## config.mk

```make
export PLATFORM = sky130hd
export DESIGN_NAME = fsr_frame_sig
export DESIGN_NICKNAME = d
export VERILOG_FILES = /design/src/rtl/fsr_pkg.sv /design/src/rtl/fsr_frame_sig.sv
export SDC_FILE = /design/constraint.sdc
export NUM_CORES = 2
export LEC_CHECK = 0
export BUFFER_PORTS_ARGS = -buffer_cell sky130_fd_sc_hd__buf_4
export CAP_MARGIN = 20
export CORE_ASPECT_RATIO = 0.7
export CORE_MARGIN = 4
export CORE_UTILIZATION = 36
export DETAILED_ROUTE_END_ITERATION = 7
export SYNTH_ARGS = -nofsm -noshare
export SYNTH_HDL_FRONTEND = slang
export SYNTH_SLANG_ARGS = --single-unit
```

## constraint.sdc

```tcl
create_clock -name clk -period 4.85 [get_ports clk]
set_input_delay 0.97 -clock clk [delete_from_list [all_inputs] [get_ports clk]]
set_output_delay 0.97 -clock clk [all_outputs]
set_load 0.01 [all_outputs]
```

## src/rtl/fsr_pkg.sv

```systemverilog
package fsr_pkg;
   localparam int FSR_FLOWS = 8;
   localparam int FSR_STAGES = 3;
   localparam int FSR_ENGINES = 3;
   localparam int FSR_SIGBYTES = 16;
   localparam logic [1:0] FSR_ENGINE_C = 2'h2;
   // register byte offsets
   localparam logic [11:0] FSR_ENG_CTRL_OFS = 12'h000;
   localparam logic [11:0] FSR_STATUS_OFS = 12'h004;
   localparam logic [11:0] FSR_COMP_EN_OFS = 12'h008;
   localparam logic [11:0] FSR_ADDR_CFG_OFS = 12'h00c;
   localparam logic [11:0] FSR_CHAN_MASK_OFS = 12'h010;
   localparam logic [11:0] FSR_PGRP_MASK_OFS = 12'h014;
   localparam logic [11:0] FSR_STAGE_EN_OFS = 12'h020;
   localparam logic [11:0] FSR_SIG_SEL_OFS = 12'h040;
   localparam logic [11:0] FSR_SIG_RD_OFS = 12'h080;
   // field positions
   localparam int FSR_STRICT_BIT = 8;
   localparam int FSR_ADDRDST_LSB = 4;
   // reset values
   localparam logic [2:0] FSR_ENG_EN_RST = 3'h0;
   localparam logic [23:0] FSR_STAGE_EN_RST = 24'h000000;
   localparam logic [8:0] FSR_COMP_EN_RST = 9'h1ff;
   localparam logic [15:0] FSR_CHAN_MASK_RST = 16'hffff;
   localparam logic [15:0] FSR_PGRP_MASK_RST = 16'hffff;
   localparam logic [5:0] FSR_SIG_SEL_RST = 6'h1b;
   // byte select codes
   localparam logic [5:0] FSR_SEL_HDR_MAX = 6'h17;
   localparam logic [5:0] FSR_SEL_HDR6 = 6'h18;
   localparam logic [5:0] FSR_SEL_HDR4 = 6'h19;
   localparam logic [5:0] FSR_SEL_HDR0 = 6'h1a;
   localparam logic [5:0] FSR_SEL_ADDR_MIN = 6'h1c;
   localparam logic [5:0] FSR_SEL_ADDR_MAX = 6'h23;
   localparam logic [5:0] FSR_HDR_TOP = 6'h1f;

   typedef struct packed {
      logic psel;
      logic penable;
      logic pwrite;
      logic [11:0] paddr;
      logic [31:0] pwdata;
   } fsr_apb_req_s;

   typedef struct packed {
      logic [31:0] prdata;
      logic pready;
      logic pslverr;
   } fsr_apb_rsp_s;

   typedef struct packed {
      logic frameStart;
      logic frameEnd;
      logic chan;
      logic [1:0] engine;
      logic partB;
      logic ethFound;
      logic mplsDone;
      logic [255:0] hdr;
      logic [3:0][63:0] srcAddr;
      logic [3:0][63:0] dstAddr;
      logic [FSR_STAGES-1:0][FSR_FLOWS-1:0][1:0] hit;
   } fsr_frame_s;

   typedef struct packed {
      logic tsDone;
      logic [79:0] ts;
   } fsr_ts_s;

   typedef struct packed {
      logic valid;
      logic [127:0] sig;
      logic [79:0] ts;
   } fsr_fifo_s;

   typedef struct packed {
      logic valid;
      logic stampAll;
      logic [FSR_FLOWS-1:0] flows;
      logic [1:0] sets;
   } fsr_match_s;
endpackage
```

## src/rtl/fsr_frame_sig.sv

```systemverilog
// Our own choices: register access over APB and the address map.
`timescale 1ns/1ps
module fsr_frame_sig #(
   parameter int FLOWS = fsr_pkg::FSR_FLOWS
) (
   input wire logic clk,
   input wire logic rst_b,
   input wire fsr_pkg::fsr_apb_req_s apbReq,
   output fsr_pkg::fsr_apb_rsp_s apbRsp,
   input wire fsr_pkg::fsr_frame_s frame,
   input wire fsr_pkg::fsr_ts_s tsIn,
   output fsr_pkg::fsr_fifo_s fifoOut,
   output fsr_pkg::fsr_match_s matchOut,
   output logic [2:0] engActive,
   output logic [2:0][2:0] compActive,
   output logic achStart
);
   import fsr_pkg::*;

   // ----------------------------------------
   // configuration state
   // ----------------------------------------
   logic [2:0] engEn_r;
   logic strict_r;
   logic [2:0][23:0] stageEn_r;
   logic [8:0] compEn_r;
   logic [1:0] addrSrc_r;
   logic [3:0] addrDst_r;
   logic [15:0] chanMask_r;
   logic [15:0] pgrpMask_r;
   logic [FSR_SIGBYTES-1:0][5:0] sigSel_r;
   logic [2:0] engAct_r;
   logic [2:0][23:0] stageAct_r;
   logic [8:0] compAct_r;
   logic busy_r;
   logic [127:0] sig_r;
   logic [127:0] sigNxt;
   logic sigReady_r;
   logic [31:0] prdata_r;
   fsr_fifo_s fifo_r;
   fsr_match_s match_r;
   fsr_match_s matchNxt;
   logic ach_r;

   // ----------------------------------------
   // signature byte decode
   // ----------------------------------------
   function automatic logic [7:0] sigByte(input logic [5:0] sel, input logic [255:0] hdr,
                                         input logic [63:0] adr);
      logic [5:0] idx;
      idx = 6'h00;
      sigByte = 8'h00;
      if (sel <= FSR_SEL_HDR_MAX) begin
         idx = FSR_HDR_TOP - sel;
         sigByte = hdr[idx*8 +: 8];
      end else if (sel >= FSR_SEL_ADDR_MIN && sel <= FSR_SEL_ADDR_MAX) begin
         idx = sel - FSR_SEL_ADDR_MIN;
         sigByte = adr[idx[2:0]*8 +: 8];
      end else begin
         case (sel)
            FSR_SEL_HDR6: sigByte = hdr[6*8 +: 8];
            FSR_SEL_HDR4: sigByte = hdr[4*8 +: 8];
            FSR_SEL_HDR0: sigByte = hdr[7:0];
            default: sigByte = 8'h00;
         endcase
      end
   endfunction

   function automatic logic regHit(input logic [11:0] a, input logic [11:0] ofs);
      regHit = (a == ofs);
   endfunction

   // ----------------------------------------
   // apb slave
   // ----------------------------------------
   logic setupPh;
   logic accessPh;
   logic wrEn;
   logic mapped;
   logic [31:0] rdMux;
   logic [11:0] pa;

   assign pa = apbReq.paddr;
   assign setupPh = apbReq.psel && !apbReq.penable;
   assign accessPh = apbReq.psel && apbReq.penable;
   assign wrEn = accessPh && apbReq.pwrite;

   always_comb begin
      mapped = 1'b1;
      rdMux = 32'h00000000;
      if (regHit(pa, FSR_ENG_CTRL_OFS)) begin
         rdMux = {23'h000000, strict_r, 5'h00, engEn_r};
      end else if (regHit(pa, FSR_STATUS_OFS)) begin
         rdMux = {7'h00, match_r.sets, match_r.flows, 7'h00, sigReady_r, busy_r, compAct_r[2:0], engAct_r};
      end else if (regHit(pa, FSR_COMP_EN_OFS)) begin
         rdMux = {23'h000000, compEn_r};
      end else if (regHit(pa, FSR_ADDR_CFG_OFS)) begin
         rdMux = {24'h000000, addrDst_r, 2'h0, addrSrc_r};
      end else if (regHit(pa, FSR_CHAN_MASK_OFS)) begin
         rdMux = {16'h0000, chanMask_r};
      end else if (regHit(pa, FSR_PGRP_MASK_OFS)) begin
         rdMux = {16'h0000, pgrpMask_r};
      end else if (pa[11:4] == FSR_STAGE_EN_OFS[11:4] && pa[3:2] != 2'h3 && pa[1:0] == 2'h0) begin
         rdMux = {8'h00, stageEn_r[pa[3:2]]};
      end else if (pa[11:6] == FSR_SIG_SEL_OFS[11:6] && pa[1:0] == 2'h0) begin
         rdMux = {26'h0000000, sigSel_r[pa[5:2]]};
      end else if (pa[11:4] == FSR_SIG_RD_OFS[11:4] && pa[1:0] == 2'h0) begin
         rdMux = sig_r[pa[3:2]*32 +: 32];
      end else begin
         mapped = 1'b0;
      end
   end

   always_ff @(posedge clk) begin
      if (!rst_b) begin
         prdata_r <= 32'h00000000;
      end else if (setupPh) begin
         prdata_r <= apbReq.pwrite ? 32'h00000000 : rdMux;
      end
   end

   assign apbRsp.prdata = prdata_r;
   assign apbRsp.pready = 1'b1;
   assign apbRsp.pslverr = accessPh && !mapped;

   // ----------------------------------------
   // register writes
   // ----------------------------------------
   always_ff @(posedge clk) begin
      if (!rst_b) begin
         engEn_r <= FSR_ENG_EN_RST;
         strict_r <= 1'b0;
         compEn_r <= FSR_COMP_EN_RST;
         addrSrc_r <= 2'h0;
         addrDst_r <= 4'h0;
         chanMask_r <= FSR_CHAN_MASK_RST;
         pgrpMask_r <= FSR_PGRP_MASK_RST;
      end else if (wrEn) begin
         if (regHit(pa, FSR_ENG_CTRL_OFS)) begin
            engEn_r <= apbReq.pwdata[2:0];
            strict_r <= apbReq.pwdata[FSR_STRICT_BIT];
         end
         if (regHit(pa, FSR_COMP_EN_OFS)) begin
            compEn_r <= apbReq.pwdata[8:0];
         end
         if (regHit(pa, FSR_ADDR_CFG_OFS)) begin
            addrSrc_r <= apbReq.pwdata[1:0];
            addrDst_r <= apbReq.pwdata[FSR_ADDRDST_LSB +: 4];
         end
         if (regHit(pa, FSR_CHAN_MASK_OFS)) begin
            chanMask_r <= apbReq.pwdata[15:0];
         end
         if (regHit(pa, FSR_PGRP_MASK_OFS)) begin
            pgrpMask_r <= apbReq.pwdata[15:0];
         end
      end
   end

   always_ff @(posedge clk) begin
      if (!rst_b) begin
         stageEn_r <= {3{FSR_STAGE_EN_RST}};
      end else if (wrEn && pa[11:4] == FSR_STAGE_EN_OFS[11:4] && pa[3:2] != 2'h3 && pa[1:0] == 2'h0) begin
         stageEn_r[pa[3:2]] <= apbReq.pwdata[23:0];
      end
   end

   // one 6-bit select per signature byte
   genvar gi;
   generate
      for (gi = 0; gi < FSR_SIGBYTES; gi++) begin : g_sel
         always_ff @(posedge clk) begin
            if (!rst_b) begin
               sigSel_r[gi] <= FSR_SIG_SEL_RST;
            end else if (wrEn && pa == (FSR_SIG_SEL_OFS + 12'(gi * 4))) begin
               sigSel_r[gi] <= apbReq.pwdata[5:0];
            end
         end
      end
   endgenerate

   // ----------------------------------------
   // clean enable switching
   // ----------------------------------------
   always_ff @(posedge clk) begin
      if (!rst_b) begin
         busy_r <= 1'b0;
      end else if (frame.frameStart) begin
         busy_r <= 1'b1;
      end else if (frame.frameEnd) begin
         busy_r <= 1'b0;
      end
   end

   // copy to active set outside a frame or in its frameEnd cycle
   // each engine switched on its own bit
   always_ff @(posedge clk) begin
      if (!rst_b) begin
         engAct_r <= FSR_ENG_EN_RST;
         stageAct_r <= {3{FSR_STAGE_EN_RST}};
         compAct_r <= FSR_COMP_EN_RST;
      end else if (!busy_r || frame.frameEnd) begin
         engAct_r <= engEn_r;
         stageAct_r <= stageEn_r;
         compAct_r <= compEn_r;
      end
   end

   // ----------------------------------------
   // flow match with protocol sets
   // ----------------------------------------
   always_comb begin
      logic [FLOWS-1:0] flowOn;
      logic [FLOWS-1:0] pass;
      logic [1:0] prevSets;
      logic [1:0] stageSets;
      logic [1:0] eng;
      logic [1:0] ok;
      flowOn = '0;
      pass = '0;
      prevSets = 2'h3;
      stageSets = 2'h0;
      eng = frame.engine;
      ok = 2'h0;
      matchNxt = '0;
      for (int f = 0; f < FLOWS; f++) begin
         pass[f] = engAct_r[eng] && chanMask_r[2*f + int'(frame.chan)];
         // strict mode ands flow across stages
         flowOn[f] = strict_r ? (stageAct_r[eng][f] && stageAct_r[eng][8+f] && stageAct_r[eng][16+f]) : 1'b1;
         pass[f] = pass[f] && flowOn[f];
      end
      for (int s = 0; s < FSR_STAGES; s++) begin
         if (compAct_r[3*eng + s]) begin
            stageSets = 2'h0;
            for (int f = 0; f < FLOWS; f++) begin
               // only sets matched earlier, group mask
               ok = frame.hit[s][f] & prevSets & pgrpMask_r[2*f +: 2];
               pass[f] = pass[f] && stageAct_r[eng][8*s + f] && (ok != 2'h0);
               if (pass[f]) begin
                  stageSets = stageSets | ok;
               end
            end
            // set bits from each enabled stage, carried on
            prevSets = stageSets;
         end
      end
      // no Ethernet header kills all flows when first Ethernet is on
      if (compAct_r[3*eng] && !frame.ethFound) begin
         pass = '0;
         prevSets = 2'h0;
      end
      matchNxt.valid = frame.frameEnd;
      // first Ethernet off stamps every frame of an active engine
      matchNxt.stampAll = engAct_r[eng] && !compAct_r[3*eng];
      matchNxt.flows = pass;
      matchNxt.sets = prevSets;
   end

   always_ff @(posedge clk) begin
      if (!rst_b) begin
         match_r <= '0;
      end else if (frame.frameEnd) begin
         match_r <= matchNxt;
      end else begin
         match_r.valid <= 1'b0;
      end
   end

   // ACH start right after MPLS stage
   always_ff @(posedge clk) begin
      if (!rst_b) begin
         ach_r <= 1'b0;
      end else begin
         ach_r <= frame.mplsDone && engAct_r[FSR_ENGINE_C] && busy_r;
      end
   end

   // ----------------------------------------
   // signature builder
   // ----------------------------------------
   logic [63:0] selAddr;
   always_comb begin
      selAddr = addrDst_r[addrSrc_r] ? frame.dstAddr[addrSrc_r] : frame.srcAddr[addrSrc_r];
      // part B only has first Ethernet
      // zeros when part B asks for second Ethernet
      if (frame.engine == FSR_ENGINE_C && frame.partB && addrSrc_r == 2'h1) begin
         selAddr = 64'h0000000000000000;
      end
   end

   // up to sixteen bytes, byte 0 lowest
   generate
      for (gi = 0; gi < FSR_SIGBYTES; gi++) begin : g_sig
         assign sigNxt[gi*8 +: 8] = sigByte(sigSel_r[gi], frame.hdr, selAddr);
      end
   endgenerate

   always_ff @(posedge clk) begin
      if (!rst_b) begin
         sig_r <= 128'h0;
      end else if (frame.frameEnd) begin
         sig_r <= sigNxt;
      end
   end

   // set wins over the clear of the same cycle
   always_ff @(posedge clk) begin
      if (!rst_b) begin
         sigReady_r <= 1'b0;
      end else if (frame.frameEnd) begin
         sigReady_r <= 1'b1;
      end else if (tsIn.tsDone) begin
         sigReady_r <= 1'b0;
      end
   end

   // ----------------------------------------
   // egress time stamp storage output
   // ----------------------------------------
   // signature paired with capture result
   always_ff @(posedge clk) begin
      if (!rst_b) begin
         fifo_r <= '0;
      end else begin
         fifo_r.valid <= tsIn.tsDone;
         if (tsIn.tsDone) begin
            fifo_r.sig <= frame.frameEnd ? sigNxt : sig_r;
            fifo_r.ts <= tsIn.ts;
         end
      end
   end

   assign fifoOut = fifo_r;
   assign matchOut = match_r;
   assign engActive = engAct_r;
   assign compActive = compAct_r;
   assign achStart = ach_r;
endmodule

```

* Word level (Yosys, flattened, before mapping)
Cells that the tools add are included.
** Cells by class
- Add/subtract/negate cells :: 41
- $mul :: 1
- Order comparisons :: 64
- Equality and inequality tests :: 75
- Shift operators :: 33
- Multiplexer cells :: 182
- Bitwise operators :: 61
- Reduce and logical (&&, ||, !) cells :: 169
** Operators by type and width (count)
- 256-bit by 10-bit variable part select with 8-bit output :: 16
- 64-bit by 7-bit variable part select with 8-bit output :: 16
- 8-bit one-hot mux with 3 select lines :: 16
- 32-bit 2-to-1 mux :: 10
- 6-bit by 5-bit equality test with 1-bit output, second input constant :: 48
- 8-bit 2-to-1 mux :: 36
- 64-bit binary-select mux with 2-bit select :: 2
- 64-bit 2-to-1 mux :: 4
- 12-bit by 7-bit equality test with 1-bit output, second input constant :: 16
- 1-bit logical AND :: 130
- 128-bit 2-to-1 mux :: 1
- 128-bit by 8-bit variable part select with 32-bit output :: 1
- 2-bit 2-to-1 mux :: 49
- 24-bit binary-select mux with 2-bit select :: 2
- 6-bit by 5-bit greater-or-equal comparator with 1-bit output, second input constant :: 16
- 6-bit by 5-bit less-or-equal comparator with 1-bit output, second input constant :: 16
- 6-bit less-or-equal comparator, second input constant :: 16
- 5-bit by 6-bit subtractor with 6-bit output, first input constant :: 16
- 2-bit bitwise AND :: 40
- 72-bit bitwise mux :: 1
- 24-bit 2-to-1 mux :: 3
- 2-bit nonzero test :: 26
- 24-bit demux with 2-bit select :: 1
- 3-bit subtractor, second input constant :: 16
- other kinds (32) :: 128
** Word-level totals
- Flip-flop bits (word level) :: 687
- Input port bits :: 954
- Output and inout bits :: 268
- Word-level logic and storage cells :: 669

* Logic depth before layout (Yosys ltp)
- Word-level depth :: 86
- Gate-level depth with buffers :: 17
- Mapped depth without buffers :: 12

* Worst setup path after synthesis
No wires, ideal clock.
- Path type :: input-to-reg
- From :: in frame[819] (netlist bit)
- To :: reg match_r (netlist bit matchOut[1])
- Setup time :: 0.134 ns
- Arrival time :: 3.902 ns
- Data required time :: 4.716 ns
- Path slack :: 0.814 ns
- Stages :: 13
- Buffers on the path :: 1
- Cell sequence :: buf_6 -> inv_1 -> ha_1 -> mux4_2 -> a222oi_1 -> a21oi_4 -> o211ai_1 -> nor4_1 -> nand2_1 -> a221oi_1 -> o31ai_1 -> a211oi_1 -> a211oi_1
** On the way
- Cells in the longest elaborated chain, start to end :: 86
- Elaborated cells between the ends (all ways) :: 222
- Classes of those cells :: add/sub (2); mul (1); mux (69); bitwise (53); reduce/logical (97)
** Ends and longest elaborated chain
- from (decl) :: RTL line fsr_frame_sig.sv:10 : input wire fsr_pkg::fsr_frame_s frame,
- 24-bit binary-select mux with 2-bit select :: RTL line fsr_frame_sig.sv:228, fsr_frame_sig.sv:237
- 24-bit 2-to-1 mux (not written as such) :: RTL line fsr_frame_sig.sv:228, fsr_frame_sig.sv:237
- 1-bit logical AND (2 in series) :: RTL line fsr_frame_sig.sv:228 : flowOn[f] = strict_r ? (stageAct_r[eng][f] && stageAct_r[eng][8+f] && stageAct_r[eng][16+f]) : 1'b1;
- 1-bit 2-to-1 mux :: RTL line fsr_frame_sig.sv:228
- 1-bit logical AND :: RTL line fsr_frame_sig.sv:229 : pass[f] = pass[f] && flowOn[f];
- 1-bit logical AND (2 in series) :: RTL line fsr_frame_sig.sv:237 : pass[f] = pass[f] && stageAct_r[eng][8*s + f] && (ok != 2'h0);
- 2-bit 2-to-1 mux :: RTL line fsr_frame_sig.sv:238 : if (pass[f]) begin
- 2-bit 2-to-1 mux :: RTL line fsr_frame_sig.sv:232 : if (compAct_r[3*eng + s]) begin
- [... 68 more ...]
- 2-bit 2-to-1 mux :: RTL line fsr_frame_sig.sv:232
- 2-bit OR :: RTL line fsr_frame_sig.sv:239 : stageSets = stageSets | ok;
- 2-bit 2-to-1 mux :: RTL line fsr_frame_sig.sv:238
- 2-bit 2-to-1 mux :: RTL line fsr_frame_sig.sv:232
- 2-bit OR :: RTL line fsr_frame_sig.sv:239
- 2-bit 2-to-1 mux :: RTL line fsr_frame_sig.sv:238
- 2-bit 2-to-1 mux :: RTL line fsr_frame_sig.sv:232
- 2-bit 2-to-1 mux (*) :: RTL line fsr_frame_sig.sv:247 : if (compAct_r[3*eng] && !frame.ethFound) begin
- to (signal assigned) :: RTL line fsr_frame_sig.sv:262 : match_r <= matchNxt;
- to (decl) :: RTL line fsr_frame_sig.sv:41 : fsr_match_s match_r;
Every way passes the cells marked *; elsewhere a longest branch is shown, timed or not. The select of a mux whose other input is x is not followed.
A chain may end at the register's enable or synchronous reset.

* Worst setup path after layout
- From :: reg addrSrc_r[0]
- To :: reg fifo_r (netlist bit fifoOut[139])
** On the way
- Cells in the longest elaborated chain, start to end :: 8
- Elaborated cells between the ends (all ways) :: 14
- Classes of those cells :: eq/ne (1); shift (1); mux (11); reduce/logical (1)
** Ends and longest elaborated chain
- from (decl) :: RTL line fsr_frame_sig.sv:27 : logic [1:0] addrSrc_r;
- from (signal assigned) :: RTL line fsr_frame_sig.sv:147 : addrSrc_r <= apbReq.pwdata[1:0];
- 64-bit binary-select mux with 2-bit select or 1-bit binary-select mux with 2-bit select (tied branches) :: RTL line fsr_frame_sig.sv:282 : selAddr = addrDst_r[addrSrc_r] ? frame.dstAddr[addrSrc_r] : frame.srcAddr[addrSrc_r];
- 64-bit 2-to-1 mux (not written as such) or 1-bit 2-to-1 mux (tied branches) :: RTL line fsr_frame_sig.sv:282
- 64-bit 2-to-1 mux :: RTL line fsr_frame_sig.sv:282
- 64-bit 2-to-1 mux (*) :: RTL line fsr_frame_sig.sv:285 : if (frame.engine == FSR_ENGINE_C && frame.partB && addrSrc_r == 2'h1) begin
- 64-bit by 7-bit variable part select with 8-bit output (*) :: RTL line fsr_frame_sig.sv:58 : sigByte = adr[idx[2:0]*8 +: 8];
- 8-bit 2-to-1 mux (*) :: RTL line fsr_frame_sig.sv:56 : end else if (sel >= FSR_SEL_ADDR_MIN && sel <= FSR_SEL_ADDR_MAX) begin
- 8-bit 2-to-1 mux (*) :: RTL line fsr_frame_sig.sv:53 : if (sel <= FSR_SEL_HDR_MAX) begin
- 128-bit 2-to-1 mux (*)
- to (decl) :: RTL line fsr_frame_sig.sv:40 : fsr_fifo_s fifo_r;
Marks and branches as above.

==> out/metrics.csv <==
metric,value,unit
status,"complete, but fails checks",
failing checks,"DRC, setup timing",
pwr dens,179,nW/µm²
GR Overflow Total,0,
complex-gate fraction of the synthesized area,14.7,%
relative slew slack,12.4,%
CTS tree,yes,
Avg Synthesized Cell Area,9.90,µm²
Netlist cell types,91,
Worst Hold Path EP,stageAct_r[18],
vias per cell,7.42,
CP max stage cell,mux4_4,
post-route ant nets,0,
Routed wire per std cell,45.2,µm
"Design Area, Final",90500,µm²
clock skew,45.0,ps
"count leader, synth",mux4_2,
# port buffers,1212,
Nets,9260,
RSZ-0062 raised after global routing,no,
area delta synth->final,20.9,%
area occupied by multi-input gates,56500,µm²
Max Cap Viol,0,
RR Endpoint,fifoOut[139],
setup violators final,1,
CP peak stage delay,1040,ps
Worst R2R Start,addrSrc_r[0],
worst slew pin tran,1310,ps
register area,13900,µm²
min cycle time layout,4850,ps
first-pass GRT wire length,677000,µm
DRT Wirelength,509000,µm
Worst R2R Path Depth,9,
final worst slack,-1.48,ps
die area,215000,µm²
Yosys warning total,0,
reg2reg setup slack,-1,ps
number of synthesized register bits,687,
Final Wtd Congestion,1.09,
post-cts gate resize count,0,
mux cell area share after synthesis,47.7,%
initial antenna violation count,97,
clk_lat worst skew,690,ps
Die W,553,µm
Die Ht,390,µm
Initial Utilization,36.4,%
post-synth top area cell,mux4_2,
layout cells sized above 1,40.5,%
Fillers,19747,
Post-Synth Adder-Cell Area,0.0668,%
"Period Utilization, post-route",100,%
via count,83486,
final core utilization,43.9,%
min-delay src,stageAct_r[18],
synth cell count leaders,"1313 x mux4_2, 947 x nand2_1, 791 x clkbuf_1, 687 x dfxtp_1, 548 x nor2_1",
Synth top area share,39.5,%
Core ar.,206000,µm²
Synth area leaders,"mux4_2 39%, dfxtp_1 18%, mux2i_1 6.4%",
hold path cells,2,
f_max,0.206,GHz
kind of critical path,reg -> reg,
syn_nets,8523,
CP Capture Type,flip-flop,
Worst EP required,5430,ps
Initial DRT Pass Iterations,8,
number of remaining DRC errors,2,
gr usage total,45.0,%
simple-gate share of the synthesized area,12.9,%
cts hold-fix bufs,0,
Hold Path Class,reg -> reg,
number of flops mapped to enable cells by yosys,0,
crit-path max FO,32,
post-synthesis sequential area ratio,18.4,%
root buf cell,clkbuf_16,
worst-path cell chain,mux4_4 -> buf_4 -> mux4_2 -> mux2i_1 -> nor2_1 -> a221oi_1 -> nand2_1 -> and3_1 -> a31o_2,
Async SR Flop Fraction,0,%
postcts setup bufs,0,
dpl hpwl,391000,µm
vias in the first global route,76296,
Leak,0.0353,µW
H-tree Lvls,3,
Inserted Clock Buffers,69,
worst path arrival time,5430,ps
synthesized cell area,74900,µm²
critical path startpoint category,flip-flop,
synthesized instance count,7565,
1st-iter DRT viols,15788,
boundary pin count,1222,
Final Hold Vio Count,0,
clk buf depth,3,
"CTS clk-pin slew, worst paths",60,ps
Critical Path Source,addrSrc_r[0],
Placement Rows,139,
TritonCTS Sinks,687,
XOR/XNOR share of the synthesized area,0.0117,%
largest family of logic cells by synthesized area,multiplexers,
pin count of the biggest net entering global routing,170,
"Top FF cell, synth",dfxtp_1,
Max VDD drop,0.217,mV
placed cell areas,87700,µm²
Slew Limit Fails,0,
## power by group
group	switching, µW	leakage, µW	internal, µW	total, µW
logic	2730	0.0286	1980	4710
registers	145	0.00559	5770	5920
clock network	2500	0.00113	3070	5570
## critical path, delay by kind of cell, from the launching register on
family                 cells  cell delay, ps
AO/OA/AOI/OAI              2             730
buffers and inverters      1             370
flip-flops                 1             520
multiplexers               3            1970
AND/OR/NAND/NOR            3            1030
## registers in the layout (all words and copies together) (netlist names), 4 cells and up
| register | cells |
|---|---|
| addrDst_r | 4 |
| compEn_r | 9 |
| chanMask_r | 16 |
| matchOut | 12 |
| sigSel_r | 96 |
| stageAct_r | 72 |
| fifoOut | 209 |
| sig_r | 128 |
| compActive | 9 |
| stageEn_r | 72 |
| prdata_r | 32 |
| pgrpMask_r | 16 |
## cells in the final DEF (no fill, tap or decap), types with 39 or more instances in the layout
master / netlist / final
buf_4: 9 / 1720
mux4_2: 1313 / 1312
nand2_1: 947 / 945
dfxtp_1: 687 / 645
nor2_1: 548 / 546
mux2i_1: 480 / 479
o21ai_0: 372 / 372
a21oi_1: 331 / 331
o22ai_1: 272 / 272
nand3_1: 235 / 235
diode_2: 0 / 153
a221oi_1: 142 / 142
o211ai_1: 117 / 117
inv_1: 76 / 75
clkbuf_16: 0 / 70
nor3_1: 69 / 67
nand2b_1: 63 / 63
o221ai_1: 58 / 58
or2_2: 56 / 56
mux2_2: 48 / 48
a221o_1: 46 / 46
a22oi_1: 39 / 39
## cells by family (layout without fill, tap and decap cells)
kind of cell             Yosys count  count (layout)
flip-flops                       687             687
other                              1             154
AND/OR/NAND/NOR                 2169            2169
AO/OA/AOI/OAI                   1656            1656
XOR/XNOR                           1               1
multiplexers                    1874            1874
adder cells (fa/ha/maj)            4               4
buffers and inverters           1173            1963
## routing by layer
| layer | vias up | global-route usage (%) | share of wire (%) |
|---|---|---|---|
| li1 | 31553 | - | - |
| met1 | 42155 | 55.0 | 35 |
| met2 | 8159 | 64.0 | 42 |
| met3 | 1587 | 21.8 | 16 |
| met4 | 32 | 25.9 | 7.4 |
| met5 | - | 4.82 | 0.15 |
## final cells by class
cell class	count	area share (%)
timing repair buffer	1758	15.0
clock buffer	101	2.21
tap	2749	3.80
multi-input combinational	5705	62.5
inverter	81	0.347
clock inverter	23	0.360
antenna	153	0.423
sequential	687	15.4
## worst max path at each step
stage | endpoint | slack (ps) | cells past startpoint
after floorplan | matchOut[1] | 810 | 13
after global placement | fifoOut[197] | 190 | 12
after detailed placement | matchOut[1] | 150 | 15
after CTS | fifoOut[197] | 200 | 12
after global routing | fifoOut[197] | 5 | 12
final | fifoOut[139] | -1 | 9
## through the flow
stage,hold slack [ps],setup TNS [ps],total power [µW],setup WS (ps),cells
floorplan,428,0,8120,814,7565
global placement,437,0,10500,191,10972
detailed placement,443,0,10500,152,10973
CTS,452,0,16000,198,11097
global route,465,0,16500,4.88,11213
finish,451,-1.48,16200,-1.48,11257
No activity file was read; power rests on OpenSTA's default activity.
